`src/common/exec_pkg.sv`:
```
// Shared types and constants for the subtract, swap and skip execution unit
package exec_pkg;

    // Data path geometry
    localparam int DATA_WIDTH    = 8;
    localparam int ADDR_WIDTH    = 8;
    localparam int MEM_DEPTH     = 208;
    localparam int NIBBLE_WIDTH  = 4;
    localparam int LOW_NIB_MSB   = 3;
    localparam int HIGH_NIB_LSB  = 4;
    localparam int HIGH_NIB_MSB  = 7;

    // Reset values
    localparam logic [7:0] ACC_RESET   = 8'h00;
    localparam logic [7:0] ZERO_BYTE   = 8'h00;

    // Carry levels: carry set means no borrow
    localparam logic CARRY_BORROW    = 1'b0;
    localparam logic CARRY_NO_BORROW = 1'b1;

    // Cycle counts: one execute cycle, one extra dummy cycle on a taken skip
    localparam int EXEC_CYCLES = 1;
    localparam int SKIP_EXTRA  = 1;

    // Operations accepted on the request port
    typedef enum logic [2:0] {
        OP_SUB,     // accumulator <- accumulator - memory
        OP_SUBMEM,  // subtract_to_memory: memory <- accumulator - memory
        OP_SUBIMM,  // accumulator <- accumulator - immediate
        OP_SWAP,    // memory nibbles exchanged in place
        OP_SWAPACC, // nibble_exchange_to_accumulator
        OP_SKIPZ,   // skip_if_zero
        OP_LOAD     // memory <- immediate, used to preload operands
    } op_type;

    // One request
    typedef struct packed {
        op_type                 op;
        logic [ADDR_WIDTH-1:0]  addr;
        logic [DATA_WIDTH-1:0]  imm;
    } request_type;

    // Status flags touched by the subtract group
    typedef struct packed {
        logic overflowFlag;
        logic zero;
        logic auxiliaryCarryFlag;
        logic carry;
    } flags_type;

    localparam flags_type FLAGS_RESET = '0;

endpackage

```
`src/hw/data_memory.sv`:
```
// Small byte-wide data memory with a registered read port
module data_memory
    import exec_pkg::*;
#(
    parameter int WIDTH = DATA_WIDTH,
    parameter int DEPTH = MEM_DEPTH,
    parameter int AW    = ADDR_WIDTH
)(
    input  wire logic             core_clk,
    input  wire logic             readEn,
    input  wire logic [AW-1:0]    readAddr,
    output logic      [WIDTH-1:0] readData,
    input  wire logic             writeEn,
    input  wire logic [AW-1:0]    writeAddr,
    input  wire logic [WIDTH-1:0] writeData
);

    logic [WIDTH-1:0] store [DEPTH];

    // Writes outside the array are dropped rather than aliased
    always_ff @(posedge core_clk)
    begin
        if (writeEn && (int'(writeAddr) < DEPTH))
        begin
            store[writeAddr] <= writeData;
        end
    end

    // Read data comes from a register; unmapped addresses read zero
    always_ff @(posedge core_clk)
    begin
        if (readEn)
        begin
            if (int'(readAddr) < DEPTH)
            begin
                readData <= store[readAddr];
            end
            else
            begin
                readData <= '0;
            end
        end
    end

endmodule // data_memory

```
`src/hw/subtract_swap_skip_ops.sv`:
```
// Execution unit for the subtract, nibble swap and skip-if-zero instructions
// What this block does
// - Memory subtract: accumulator minus byte, into accumulator
// - Carry cleared on borrow, else set
// - Subtract_to_memory writes difference back, accumulator kept
// - Immediate subtract from accumulator, carry by borrow
// - In-place swap exchanges nibbles, flags untouched
// - Swap to accumulator loads exchanged nibbles
// - Swap to accumulator leaves memory unchanged
// - Skip next instruction when byte is zero
// - Taken skip adds one dummy cycle
module subtract_swap_skip_ops
    import exec_pkg::*;
#(
    parameter int DEPTH = MEM_DEPTH
)(
    input  wire logic        core_clk,
    input  wire logic        reset_n,
    input  wire logic        start,
    input  request_type      request,
    output logic             busy,
    output logic             done,
    output logic             skipNext,
    output logic [7:0]       accumulator,
    output flags_type        flags,
    output logic [7:0]       lastRead
);

    typedef enum logic [1:0] {
        ST_IDLE,
        ST_EXEC,
        ST_DUMMY
    } state_type;

    state_type          stateQ;
    request_type        reqQ;
    logic               accept;
    logic [7:0]         memRdata;
    logic [7:0]         operandB;
    logic [8:0]         fullDiff;
    logic [4:0]         nibbleDiff;
    logic [7:0]         diffW;
    logic [7:0]         swapW;
    flags_type          subFlags;
    logic               isSub;
    logic               execNow;
    logic               memWe;
    logic [7:0]         memWdata;

    // Requests are only taken while idle; a start during busy is ignored
    assign accept  = start && (stateQ == ST_IDLE);
    assign execNow = (stateQ == ST_EXEC);

    // Memory read is issued with the request so data is ready in execute
    data_memory #(
        .WIDTH (DATA_WIDTH),
        .DEPTH (DEPTH),
        .AW    (ADDR_WIDTH)
    ) u_mem (
        .core_clk  (core_clk),
        .readEn    (accept),
        .readAddr  (request.addr),
        .readData  (memRdata),
        .writeEn   (memWe),
        .writeAddr (reqQ.addr),
        .writeData (memWdata)
    );

    // Subtraction as add of inverted operand plus one: carry out means no borrow
    // immediate operand select
    assign operandB   = (reqQ.op == OP_SUBIMM) ? reqQ.imm : memRdata;
    assign fullDiff   = {1'b0, accumulator} + {1'b0, ~operandB} + 9'h001;
    assign nibbleDiff = {1'b0, accumulator[LOW_NIB_MSB:0]}
                      + {1'b0, ~operandB[LOW_NIB_MSB:0]} + 5'h01;
    assign diffW      = fullDiff[7:0];
    assign swapW      = {memRdata[LOW_NIB_MSB:0], memRdata[HIGH_NIB_MSB:HIGH_NIB_LSB]};
    assign isSub      = (reqQ.op == OP_SUB) || (reqQ.op == OP_SUBMEM)
                      || (reqQ.op == OP_SUBIMM);

    // Flag values for any subtract variant
    always_comb
    begin
        subFlags.carry              = fullDiff[8] ? CARRY_NO_BORROW : CARRY_BORROW;
        subFlags.auxiliaryCarryFlag = nibbleDiff[NIBBLE_WIDTH];
        subFlags.zero               = (diffW == ZERO_BYTE);
        subFlags.overflowFlag       = (accumulator[7] != operandB[7])
                                    && (diffW[7] != accumulator[7]);
    end

    // Memory write port: subtract_to_memory, in-place swap and preload only
    always_comb
    begin
        memWe    = 1'b0;
        memWdata = diffW;
        if (execNow)
        begin
            case (reqQ.op)
                OP_SUBMEM:
                begin
                    memWe    = 1'b1;
                    memWdata = diffW;
                end
                OP_SWAP:
                begin
                    memWe    = 1'b1;
                    memWdata = swapW;
                end
                OP_LOAD:
                begin
                    memWe    = 1'b1;
                    memWdata = reqQ.imm;
                end
                // no write on swap to accumulator
                default:
                begin
                    memWe    = 1'b0;
                    memWdata = diffW;
                end
            endcase
        end
    end

    // Sequencer: idle, one execute cycle, optional dummy cycle on a taken skip
    always_ff @(posedge core_clk or negedge reset_n)
    begin
        if (!reset_n)
        begin
            stateQ <= ST_IDLE;
        end
        else
        begin
            case (stateQ)
                ST_IDLE:
                begin
                    if (start)
                    begin
                        stateQ <= ST_EXEC;
                    end
                end
                ST_EXEC:
                begin
                    if ((reqQ.op == OP_SKIPZ) && (memRdata == ZERO_BYTE))
                    begin
                        stateQ <= ST_DUMMY;
                    end
                    else
                    begin
                        stateQ <= ST_IDLE;
                    end
                end
                default:
                begin
                    stateQ <= ST_IDLE;
                end
            endcase
        end
    end

    // Request capture
    always_ff @(posedge core_clk or negedge reset_n)
    begin
        if (!reset_n)
        begin
            reqQ <= '{op: OP_SUB, addr: '0, imm: '0};
        end
        else if (accept)
        begin
            reqQ <= request;
        end
    end

    // Accumulator update
    always_ff @(posedge core_clk or negedge reset_n)
    begin
        if (!reset_n)
        begin
            accumulator <= ACC_RESET;
        end
        else if (execNow)
        begin
            if ((reqQ.op == OP_SUB) || (reqQ.op == OP_SUBIMM))
            begin
                accumulator <= diffW;
            end
            else if (reqQ.op == OP_SWAPACC)
            begin
                accumulator <= swapW;
            end
        end
    end

    // Flags change only on subtract; swaps and skips leave them alone
    always_ff @(posedge core_clk or negedge reset_n)
    begin
        if (!reset_n)
        begin
            flags <= FLAGS_RESET;
        end
        else if (execNow && isSub)
        begin
            flags <= subFlags;
        end
    end

    // Handshake outputs: done ends every request, skipNext marks a taken skip
    always_ff @(posedge core_clk or negedge reset_n)
    begin
        if (!reset_n)
        begin
            busy     <= 1'b0;
            done     <= 1'b0;
            skipNext <= 1'b0;
            lastRead <= ZERO_BYTE;
        end
        else
        begin
            done     <= 1'b0;
            skipNext <= 1'b0;
            if (accept)
            begin
                busy <= 1'b1;
            end
            else if (execNow)
            begin
                lastRead <= memRdata;
                if ((reqQ.op == OP_SKIPZ) && (memRdata == ZERO_BYTE))
                begin
                    busy     <= 1'b1;
                    skipNext <= 1'b1;
                end
                else
                begin
                    busy <= 1'b0;
                    done <= 1'b1;
                end
            end
            else if (stateQ == ST_DUMMY)
            begin
                busy <= 1'b0;
                done <= 1'b1;
            end
        end
    end

    // Checks on the execute results

    property p_sub_acc;
        @(posedge core_clk) disable iff (!reset_n)
        (execNow && reqQ.op == OP_SUB)
            |=> (accumulator == ($past(accumulator) - $past(memRdata))) && done;
    endproperty
    a_sub_acc: assert property (p_sub_acc) else $error("memory subtract result wrong");

    property p_carry;
        @(posedge core_clk) disable iff (!reset_n)
        (execNow && isSub) |=> (flags.carry == ($past(accumulator) >= $past(operandB)));
    endproperty
    a_carry: assert property (p_carry) else $error("carry does not follow borrow");

    property p_submem;
        @(posedge core_clk) disable iff (!reset_n)
        (execNow && reqQ.op == OP_SUBMEM)
            |-> memWe && (memWdata == (accumulator - memRdata)) ##1 $stable(accumulator);
    endproperty
    a_submem: assert property (p_submem) else $error("subtract to memory wrong");

    property p_subimm;
        @(posedge core_clk) disable iff (!reset_n)
        (execNow && reqQ.op == OP_SUBIMM)
            |=> accumulator == $past(accumulator) - $past(reqQ.imm);
    endproperty
    a_subimm: assert property (p_subimm) else $error("immediate subtract wrong");

    property p_swap;
        @(posedge core_clk) disable iff (!reset_n)
        (execNow && reqQ.op == OP_SWAP)
            |-> memWe && (memWdata[3:0] == memRdata[7:4])
                && (memWdata[7:4] == memRdata[3:0]) ##1 $stable(flags);
    endproperty
    a_swap: assert property (p_swap) else $error("in-place swap wrong");

    property p_swapacc;
        @(posedge core_clk) disable iff (!reset_n)
        (execNow && reqQ.op == OP_SWAPACC)
            |=> (accumulator == {$past(memRdata[3:0]), $past(memRdata[7:4])})
                && $stable(flags);
    endproperty
    a_swapacc: assert property (p_swapacc) else $error("swap to accumulator wrong");

    property p_swapacc_nowrite;
        @(posedge core_clk) disable iff (!reset_n)
        (execNow && reqQ.op == OP_SWAPACC) |-> !memWe;
    endproperty
    a_swapacc_nowrite: assert property (p_swapacc_nowrite) else $error("memory written on swap");

    property p_skip;
        @(posedge core_clk) disable iff (!reset_n)
        (execNow && reqQ.op == OP_SKIPZ) |=> (skipNext == ($past(memRdata) == 8'h00));
    endproperty
    a_skip: assert property (p_skip) else $error("skip decision wrong");

    property p_skip_dummy;
        @(posedge core_clk) disable iff (!reset_n)
        (execNow && reqQ.op == OP_SKIPZ && memRdata == 8'h00)
            |=> busy && !done && (stateQ == ST_DUMMY) ##1 done && !busy;
    endproperty
    a_skip_dummy: assert property (p_skip_dummy) else $error("skip dummy cycle wrong");

    property p_zero;
        @(posedge core_clk) disable iff (!reset_n)
        (execNow && isSub) |=> (flags.zero == ($past(accumulator) == $past(operandB)));
    endproperty
    a_zero: assert property (p_zero) else $error("zero flag wrong");

endmodule // subtract_swap_skip_ops

```
`config.mk`:
```
export PLATFORM = sky130hd
export DESIGN_NAME = subtract_swap_skip_ops
export DESIGN_NICKNAME = d
export VERILOG_FILES = /design/src/common/exec_pkg.sv /design/src/hw/data_memory.sv /design/src/hw/subtract_swap_skip_ops.sv
export SDC_FILE = /design/constraint.sdc
export NUM_CORES = 2
export LEC_CHECK = 0
export ABC_AREA = 0
export BUFFER_PORTS_ARGS = -buffer_cell sky130_fd_sc_hd__buf_2
export CELL_PAD_IN_SITES_DETAIL_PLACEMENT = 0
export CELL_PAD_IN_SITES_GLOBAL_PLACEMENT = 1
export CORE_MARGIN = 4
export CORE_UTILIZATION = 40
export CTS_CLUSTER_SIZE = 40
export DETAILED_ROUTE_END_ITERATION = 10
export PLACE_DENSITY = 0.72
export SYNTH_ARGS = -nofsm -noshare
export SYNTH_HDL_FRONTEND = slang
export SYNTH_HIERARCHICAL = 1
export SYNTH_SLANG_ARGS = --single-unit
```
`constraint.sdc`:
```
create_clock -name core_clk -period 34.7 [get_ports core_clk]
set_input_delay 3.47 -clock core_clk [delete_from_list [all_inputs] [get_ports core_clk]]
set_output_delay 3.47 -clock core_clk [all_outputs]
set_load 0.03 [all_outputs]
```
Word level (Yosys, flattened, before mapping)
Memories as Yosys holds them, arrays and structs flattened. A register that Yosys moved wholly into a read port is not among the register bits.
Cells that the tools add are included.
Widths: inputs -> output; s select.
- reduce and logical (&&, ||, !) cells: 18
- equality and inequality tests: 11
- bitwise gates (word level): 3
- mux-type cells: 23
- add/subtract/negate cells: 4
- $lt $le $gt $ge: 2
- operators with widths (cell ; count):
    $mux 8 ; 4
    $logic_not 8->1 ; 2
    $lt 8x8->1 const B ; 2
    $pmux 8 s2 ; 1
    $mux 1 ; 15
    $add 8x8->9 ; 1
    $add 9x1->9 const B ; 1
    $eq 3x3->1 const B ; 3
    $not 8->8 ; 1
    $eq 3x2->1 const B ; 2
    $add 4x4->5 ; 1
    $add 5x1->5 const B ; 1
    $logic_and 1x1->1 ; 5
    $mux 2 ; 2
    $not 4->4 ; 1
    $pmux 2 s2 ; 1
    $reduce_and 2->1 ; 2
    $eq 3x1->1 const B ; 1
    $logic_not 3->1 ; 1
    $logic_or 1x1->1 ; 3
    $reduce_bool 3->1 ; 1
    $reduce_or 3->1 ; 1
    $eq 2x1->1 const B ; 1
    $eq 2x2->1 const B ; 1
    6 further kinds ; 7
- memories: 1
- bits in writable memories: 1664
- output and inout port bits: 23
- register bits: 44
- input bits: 22
- memory list (name ; words ; width ; read ports ; clocked after memory_dff ; wr ports ; line ; RTL):
    u_mem.store ; 208 ; 8 ; 1 ; 1 ; 1 ; data_memory.sv:18 ; logic [WIDTH-1:0] store [DEPTH];

Logic depth before layout (Yosys ltp)
- depth in word-level cells: 7
- depth in mapped cells: 13
- gate-level depth less buffers: 12

Cells and area by module
The synthesis kept the hierarchy.
- by module, submodules not included (module ; instances ; area each (um2) ; cells an instance):
    data_memory ; 1 ; 65093.7 ; 3019
    subtract_swap_skip_ops ; 1 ; 2417.3 ; 243

Worst setup path after synthesis
Ideal clock, no wire load.
- path kind: register -> register
- from: register reqQ[16] (netlist bit)
- to: memory u_mem/store[0][6] (netlist bit) (data pin)
- cell stages (with the launch flop): 12
- required time: 32884 ps
- data arrival time: 10596 ps
- slack: 22288 ps
- path through: dfrtp_1 clkbuf_1 nor3_2 nand2_1 o21ai_0 ha_1 inv_1 fa_1 a211oi_1 o21a_1 o211ai_2 o21ai_0
- word-level cells in the longest chain between the ends: 7
- elaborated cells on any way between the ends: 9
- ends and longest elaborated chain (element ; line ; RTL):
    from (decl) ; subtract_swap_skip_ops.sv:36 ; request_type reqQ;
    from (signal assigned) ; subtract_swap_skip_ops.sv:164 ; reqQ <= '{op: OP_SUB, addr: '0, imm: '0};
    from (signal assigned) ; subtract_swap_skip_ops.sv:168 ; reqQ <= request;
    $eq 3x2->1 ; subtract_swap_skip_ops.sv:71 ; assign operandB = (reqQ.op == OP_SUBIMM) ? reqQ.imm : memRdata;
    $mux 8 ; subtract_swap_skip_ops.sv:71 ;
    $not 8->8 ; subtract_swap_skip_ops.sv:72 ; assign fullDiff = {1'b0, accumulator} + {1'b0, ~operandB} + 9'h001;
    $add 8x8->9 ; subtract_swap_skip_ops.sv:72 ;
    $add 9x1->9 ; subtract_swap_skip_ops.sv:72 ;
    $pmux 8 s2 ; subtract_swap_skip_ops.sv:97 ; case (reqQ.op)
    $mux 8 (*) ; subtract_swap_skip_ops.sv:95 ; if (execNow)
    net memWdata[6] ; subtract_swap_skip_ops.sv:48 ; logic [7:0] memWdata;
    to (decl) ; data_memory.sv:18 ;
The timed path passes the listed nets; every way through them passes the cells marked *.

Worst setup path in the final report
- from: input request[9] (netlist bit)
- to: register u_mem.readData[0], read port of u_mem.store (data pin)
- word-level cells in the longest chain between the ends: 2
- ends and longest elaborated chain (element ; line ; RTL):
    from (decl) ; subtract_swap_skip_ops.sv:20 ; input request_type request,
    $lt 8x8->1 ; data_memory.sv:34 ; if (int'(readAddr) < DEPTH)
    $logic_not 1->1 (no line) ; n/a ;
    to (decl) ; data_memory.sv:12 ; output logic [WIDTH-1:0] readData,
Several ways; a longest one is shown, not always the timed one.
A chain may end at the register's enable or synchronous reset.

==> results.sh <==
export IMPL_path_cells="buf_8 > buf_4 > buf_4 > buf_4 > mux4_2 > mux4_2 > a22o_1 > nor4_1 > o22ai_1"
export IMPL_cpMostUsedCell="buf_4"
export IMPL_leakagePower_nw=23.5
export IMPL_status="complete, no violations"
export IMPL_met2_usage_pct=28.9
export IMPL_die_y_um=419
export IMPL_final_cell_area_um2=75400
export IMPL_skew_ns=0.0399
export IMPL_yosys_most_used_dff="edfxtp_1"
export IMPL_crit_type="in -> reg"
export IMPL_wire_per_inst_um=29.0
export IMPL_arrival_ns=8.23
export IMPL_first_global_vias=32960
export IMPL_regArea_um2=51300
export IMPL_placed_area_um2=70100
export IMPL_ant_nets=0
export IMPL_async_flop_share_pct=2.56
export IMPL_met3_usage_pct=3.60
export IMPL_gp_congestion=0.828
export IMPL_startpoint_type="primary input"
export IMPL_clockPowerShare_pct=31.5
export IMPL_dr_total_vias=33512
export IMPL_crit_slowest_cell="buf_4"
export IMPL_top_usage_layer="met2"
export IMPL_relSlewSlack_pct=20.6
export IMPL_seq_area_frac_synth_pct=76.0
export IMPL_p_int_mw=4.07
export IMPL_area_delta_synth_final_pct=11.8
export IMPL_rows=150
export IMPL_timing_hold_violations_final=0
export IMPL_initial_core_util_pct=40.3
export IMPL_clock_root_buffer="clkbuf_16"
export IMPL_period_minus_slack_ns=7.72
export IMPL_finalSetupTns_ns=0
export IMPL_drive_gt1_share_pct=22.9
export IMPL_cts_num_sinks=1716
export IMPL_fmax_ghz=0.130
export IMPL_die_area_um2=175000
export IMPL_htreeDepth=4
export IMPL_grt_start_max_net_pins=209
export IMPL_grt_overflow_total=0
export IMPL_hold_class="reg -> reg"
export IMPL_pwr_share_seq_pct=52.3
export IMPL_cpPeakStageDelay_ns=0.84
export IMPL_irDropWorstVdd_uv=132
export IMPL_dp_cells=5388
export IMPL_drt_iter0_markers=4044
export IMPL_tightest_slew_ns=1.19
export IMPL_layout_cells_non_filler=5697
export IMPL_power_switching_mw=1.56
export IMPL_rsz0062_at_grt="false"
export IMPL_syn_inst=3262
export IMPL_synth_edff_count=1672
export IMPL_dpl_hpwl_um=97700
export IMPL_clk_path_buf_depth=3
export IMPL_pwr_share_comb_pct=16.2
export IMPL_setup_viol=0
export IMPL_cts_tree="done"
export IMPL_num_io_pins=45
export IMPL_worstSkewPairLatency_ns=0.79
export IMPL_fill_cells=14014
export IMPL_wirelength_um=165000
export IMPL_synth_seq_cells=1716
export IMPL_drv_cap=0
export IMPL_die_w_um=419
export IMPL_grt_pass1_wl_um=239000
export IMPL_critPathMaxFanout=76
export IMPL_core_area_um2=167000
export IMPL_p_per_area_nw_per_um2=74.7
export IMPL_cts_setup_buffers=0
export IMPL_drc=0
export IMPL_met1_usage_pct=27.5
export IMPL_port_buffers=44
export IMPL_cp_required_ns=35.21
export IMPL_syn_area_per_cell_um2=20.7
export IMPL_end_kind="flip-flop"
export IMPL_ys_types=71
export IMPL_drt_pass1_iter_count=5
export IMPL_holdBufCountCts=0
export IMPL_cts_buffers=171
export IMPL_syn_num_nets=3293
export IMPL_cp_num_buf_inv=4
export IMPL_syn_area_um2=67500
export IMPL_multi_input_area_um2=15200
export IMPL_swShare_pct=27.7
export IMPL_track_usage_pct=18.7
export IMPL_post_route_period_util_pct=22.2
export IMPL_path_delay_family="buffers and inverters"
export IMPL_antenna_found_initial=9
export IMPL_nNetsFinal=3388
export IMPL_slew_viol_final=0
export IMPL_clkSlewWorstSetupHoldPaths_ns=0.06
export IMPL_cts_resized_gates=0
export IMPL_yosys_warnings=6
export IMPL_vias_per_cell=5.88
cells in the final DEF (no fill, tap or decap), types with 7 or more instances in the layout:
cell        synthesis  layout
bufinv_16           0      10
a31oi_1            12      12
buf_2              38      41
o21ai_1             8       8
nand3_1            33      33
edfxtp_1         1672    1672
nor2b_1            11      10
a211oi_1            8       8
nor2_1            255     254
clkbuf_16           0     177
clkinv_2            0      26
o211ai_1            8       8
mux2i_1           136     136
clkinvlp_4          0       7
a21oi_1            44      44
clkinv_1            1      42
dfrtp_1            44      44
o22ai_1            20      20
nand2b_1           12      12
clkbuf_1           76      37
nor3_1             11      11
a22oi_1            22      22
buf_4              17      54
mux2_2             27      27
inv_1              12      12
o21ai_0            43      38
a221oi_1           23      23
a221o_1            14      12
ha_1                8       8
and2_1              7       7
mux4_2            412     412
o31ai_1             9       9
nand2_1           129     128
registers in the layout (all words and copies together) (netlist names):
| name | cells |
|---|---|
| lastRead | 8 |
| u_mem/readData | 8 |
| u_mem/store | 1664 |
| reqQ | 19 |
| busy | 1 |
| done | 1 |
| flags | 4 |
| skipNext | 1 |
| stateQ | 2 |
| accumulator | 8 |
cell usage after synthesis, types with 6 or more instances:
cell type | n | area [um^2]
o21ai_1 | 8 | 40.0
edfxtp_1 | 1672 | 50200
a221o_1 | 14 | 140
a21oi_1 | 44 | 220
nor2b_1 | 11 | 68.8
a211oi_1 | 8 | 60.1
mux2i_1 | 136 | 1360
inv_1 | 12 | 45.0
mux2_2 | 27 | 304
nand3_1 | 33 | 165
a32oi_1 | 6 | 52.6
a31oi_1 | 12 | 75.1
nor3_1 | 11 | 55.1
nand2_1 | 129 | 484
buf_2 | 38 | 190
nand2b_1 | 12 | 75.1
clkbuf_1 | 76 | 285
o22ai_1 | 20 | 125
and2_1 | 7 | 43.8
a221oi_1 | 23 | 201
mux4_2 | 412 | 9280
dfrtp_1 | 44 | 1100
a22oi_1 | 22 | 165
o31ai_1 | 9 | 67.6
buf_1 | 16 | 60.1
buf_4 | 17 | 128
o211ai_1 | 8 | 60.1
buf_6 | 31 | 349
ha_1 | 8 | 100
nor2_1 | 255 | 957
nand4_1 | 6 | 37.5
o21ai_0 | 43 | 215
a22o_1 | 6 | 52.6
final cells by class:
class,count,area share [%]
clock buffer,214,6.05
inverter,15,0.0779
timing repair buffer,104,1.02
tap,2204,3.65
clock inverter,94,1.08
sequential,1716,68.0
antenna,1,0.00332
multi-input combinational,1349,20.1
power groups by stage:
stage | Sequential (mW) | Combinational [mW] | Clock [mW]
2_1_floorplan | 3.25 | 0.461 | 0
3_3_place_gp | 2.98 | 0.884 | 0
3_5_place_dp | 2.98 | 0.930 | 0
4_1_cts | 2.94 | 0.926 | 1.81
5_1_grt | 2.95 | 0.995 | 1.90
6_report | 2.94 | 0.913 | 1.78
worst register-to-register path, cell delays in order, from the launching register on:
cell     delay [ns]
dfrtp_1        0.51
nor3_2         0.22
buf_4          0.24
nand2_1        0.08
o21ai_0        0.07
ha_1           0.21
inv_1          0.07
fa_1           0.44
a21o_2         0.23
a21oi_1        0.26
xor2_1         0.19
o21ai_4        0.61
buf_4          0.79
buf_4          0.91
path summary, 6_finish.rpt:
kind | startpoint | end | slack [ns] | depth (start not counted)
min in group asynchronous | reset_n | reqQ[1] | 2.78 | 2
min reg2reg | flags[1] | flags[1] | 0.48 | 2
max | request[9] | u_mem/readData[0] | 26.98 | 9
min | flags[1] | flags[1] | 0.48 | 2
max reg2reg | reqQ[16] | u_mem/store[184][4] | 29.45 | 13
max in group asynchronous | reset_n | reqQ[9] | 31.48 | 2
metrics by stage:
| step | setup WS [ns] | util (%) | power (mW) | hold WS [ns] |
|---|---|---|---|---|
| after floorplan | 22.29 | - | 3.71 | 0.479 |
| after global placement | 26.15 | 41.9 | 3.87 | 0.461 |
| after detailed placement | 26.11 | 41.9 | 3.91 | 0.468 |
| after CTS | 26.97 | 45.1 | 5.68 | 0.483 |
| after global routing | 26.78 | 45.1 | 5.84 | 0.495 |
| final | 26.98 | 45.1 | 5.63 | 0.475 |
metal layers:
layer  vias up  wire, um
li1      13706         -
met1     18025     69000
met2      1545     77900
met3       234     14400
met4         2      3700
met5         -        12
cells by family (layout without fill, tap and decap cells):
logic type / count (synthesis) / after routing / synth area share [%]
buf+inv: 197 / 427 / 1.68
fa+ha+maj: 9 / 9 / 0.178
compound gates: 263 / 263 / 2.71
other cells: 0 / 1 / 0
flops: 1716 / 1716 / 76.0
mux: 575 / 575 / 16.2
xor+xnor: 4 / 4 / 0.0519
simple gates: 498 / 498 / 3.17
Note: power is estimated with default switching activity, not from simulation.
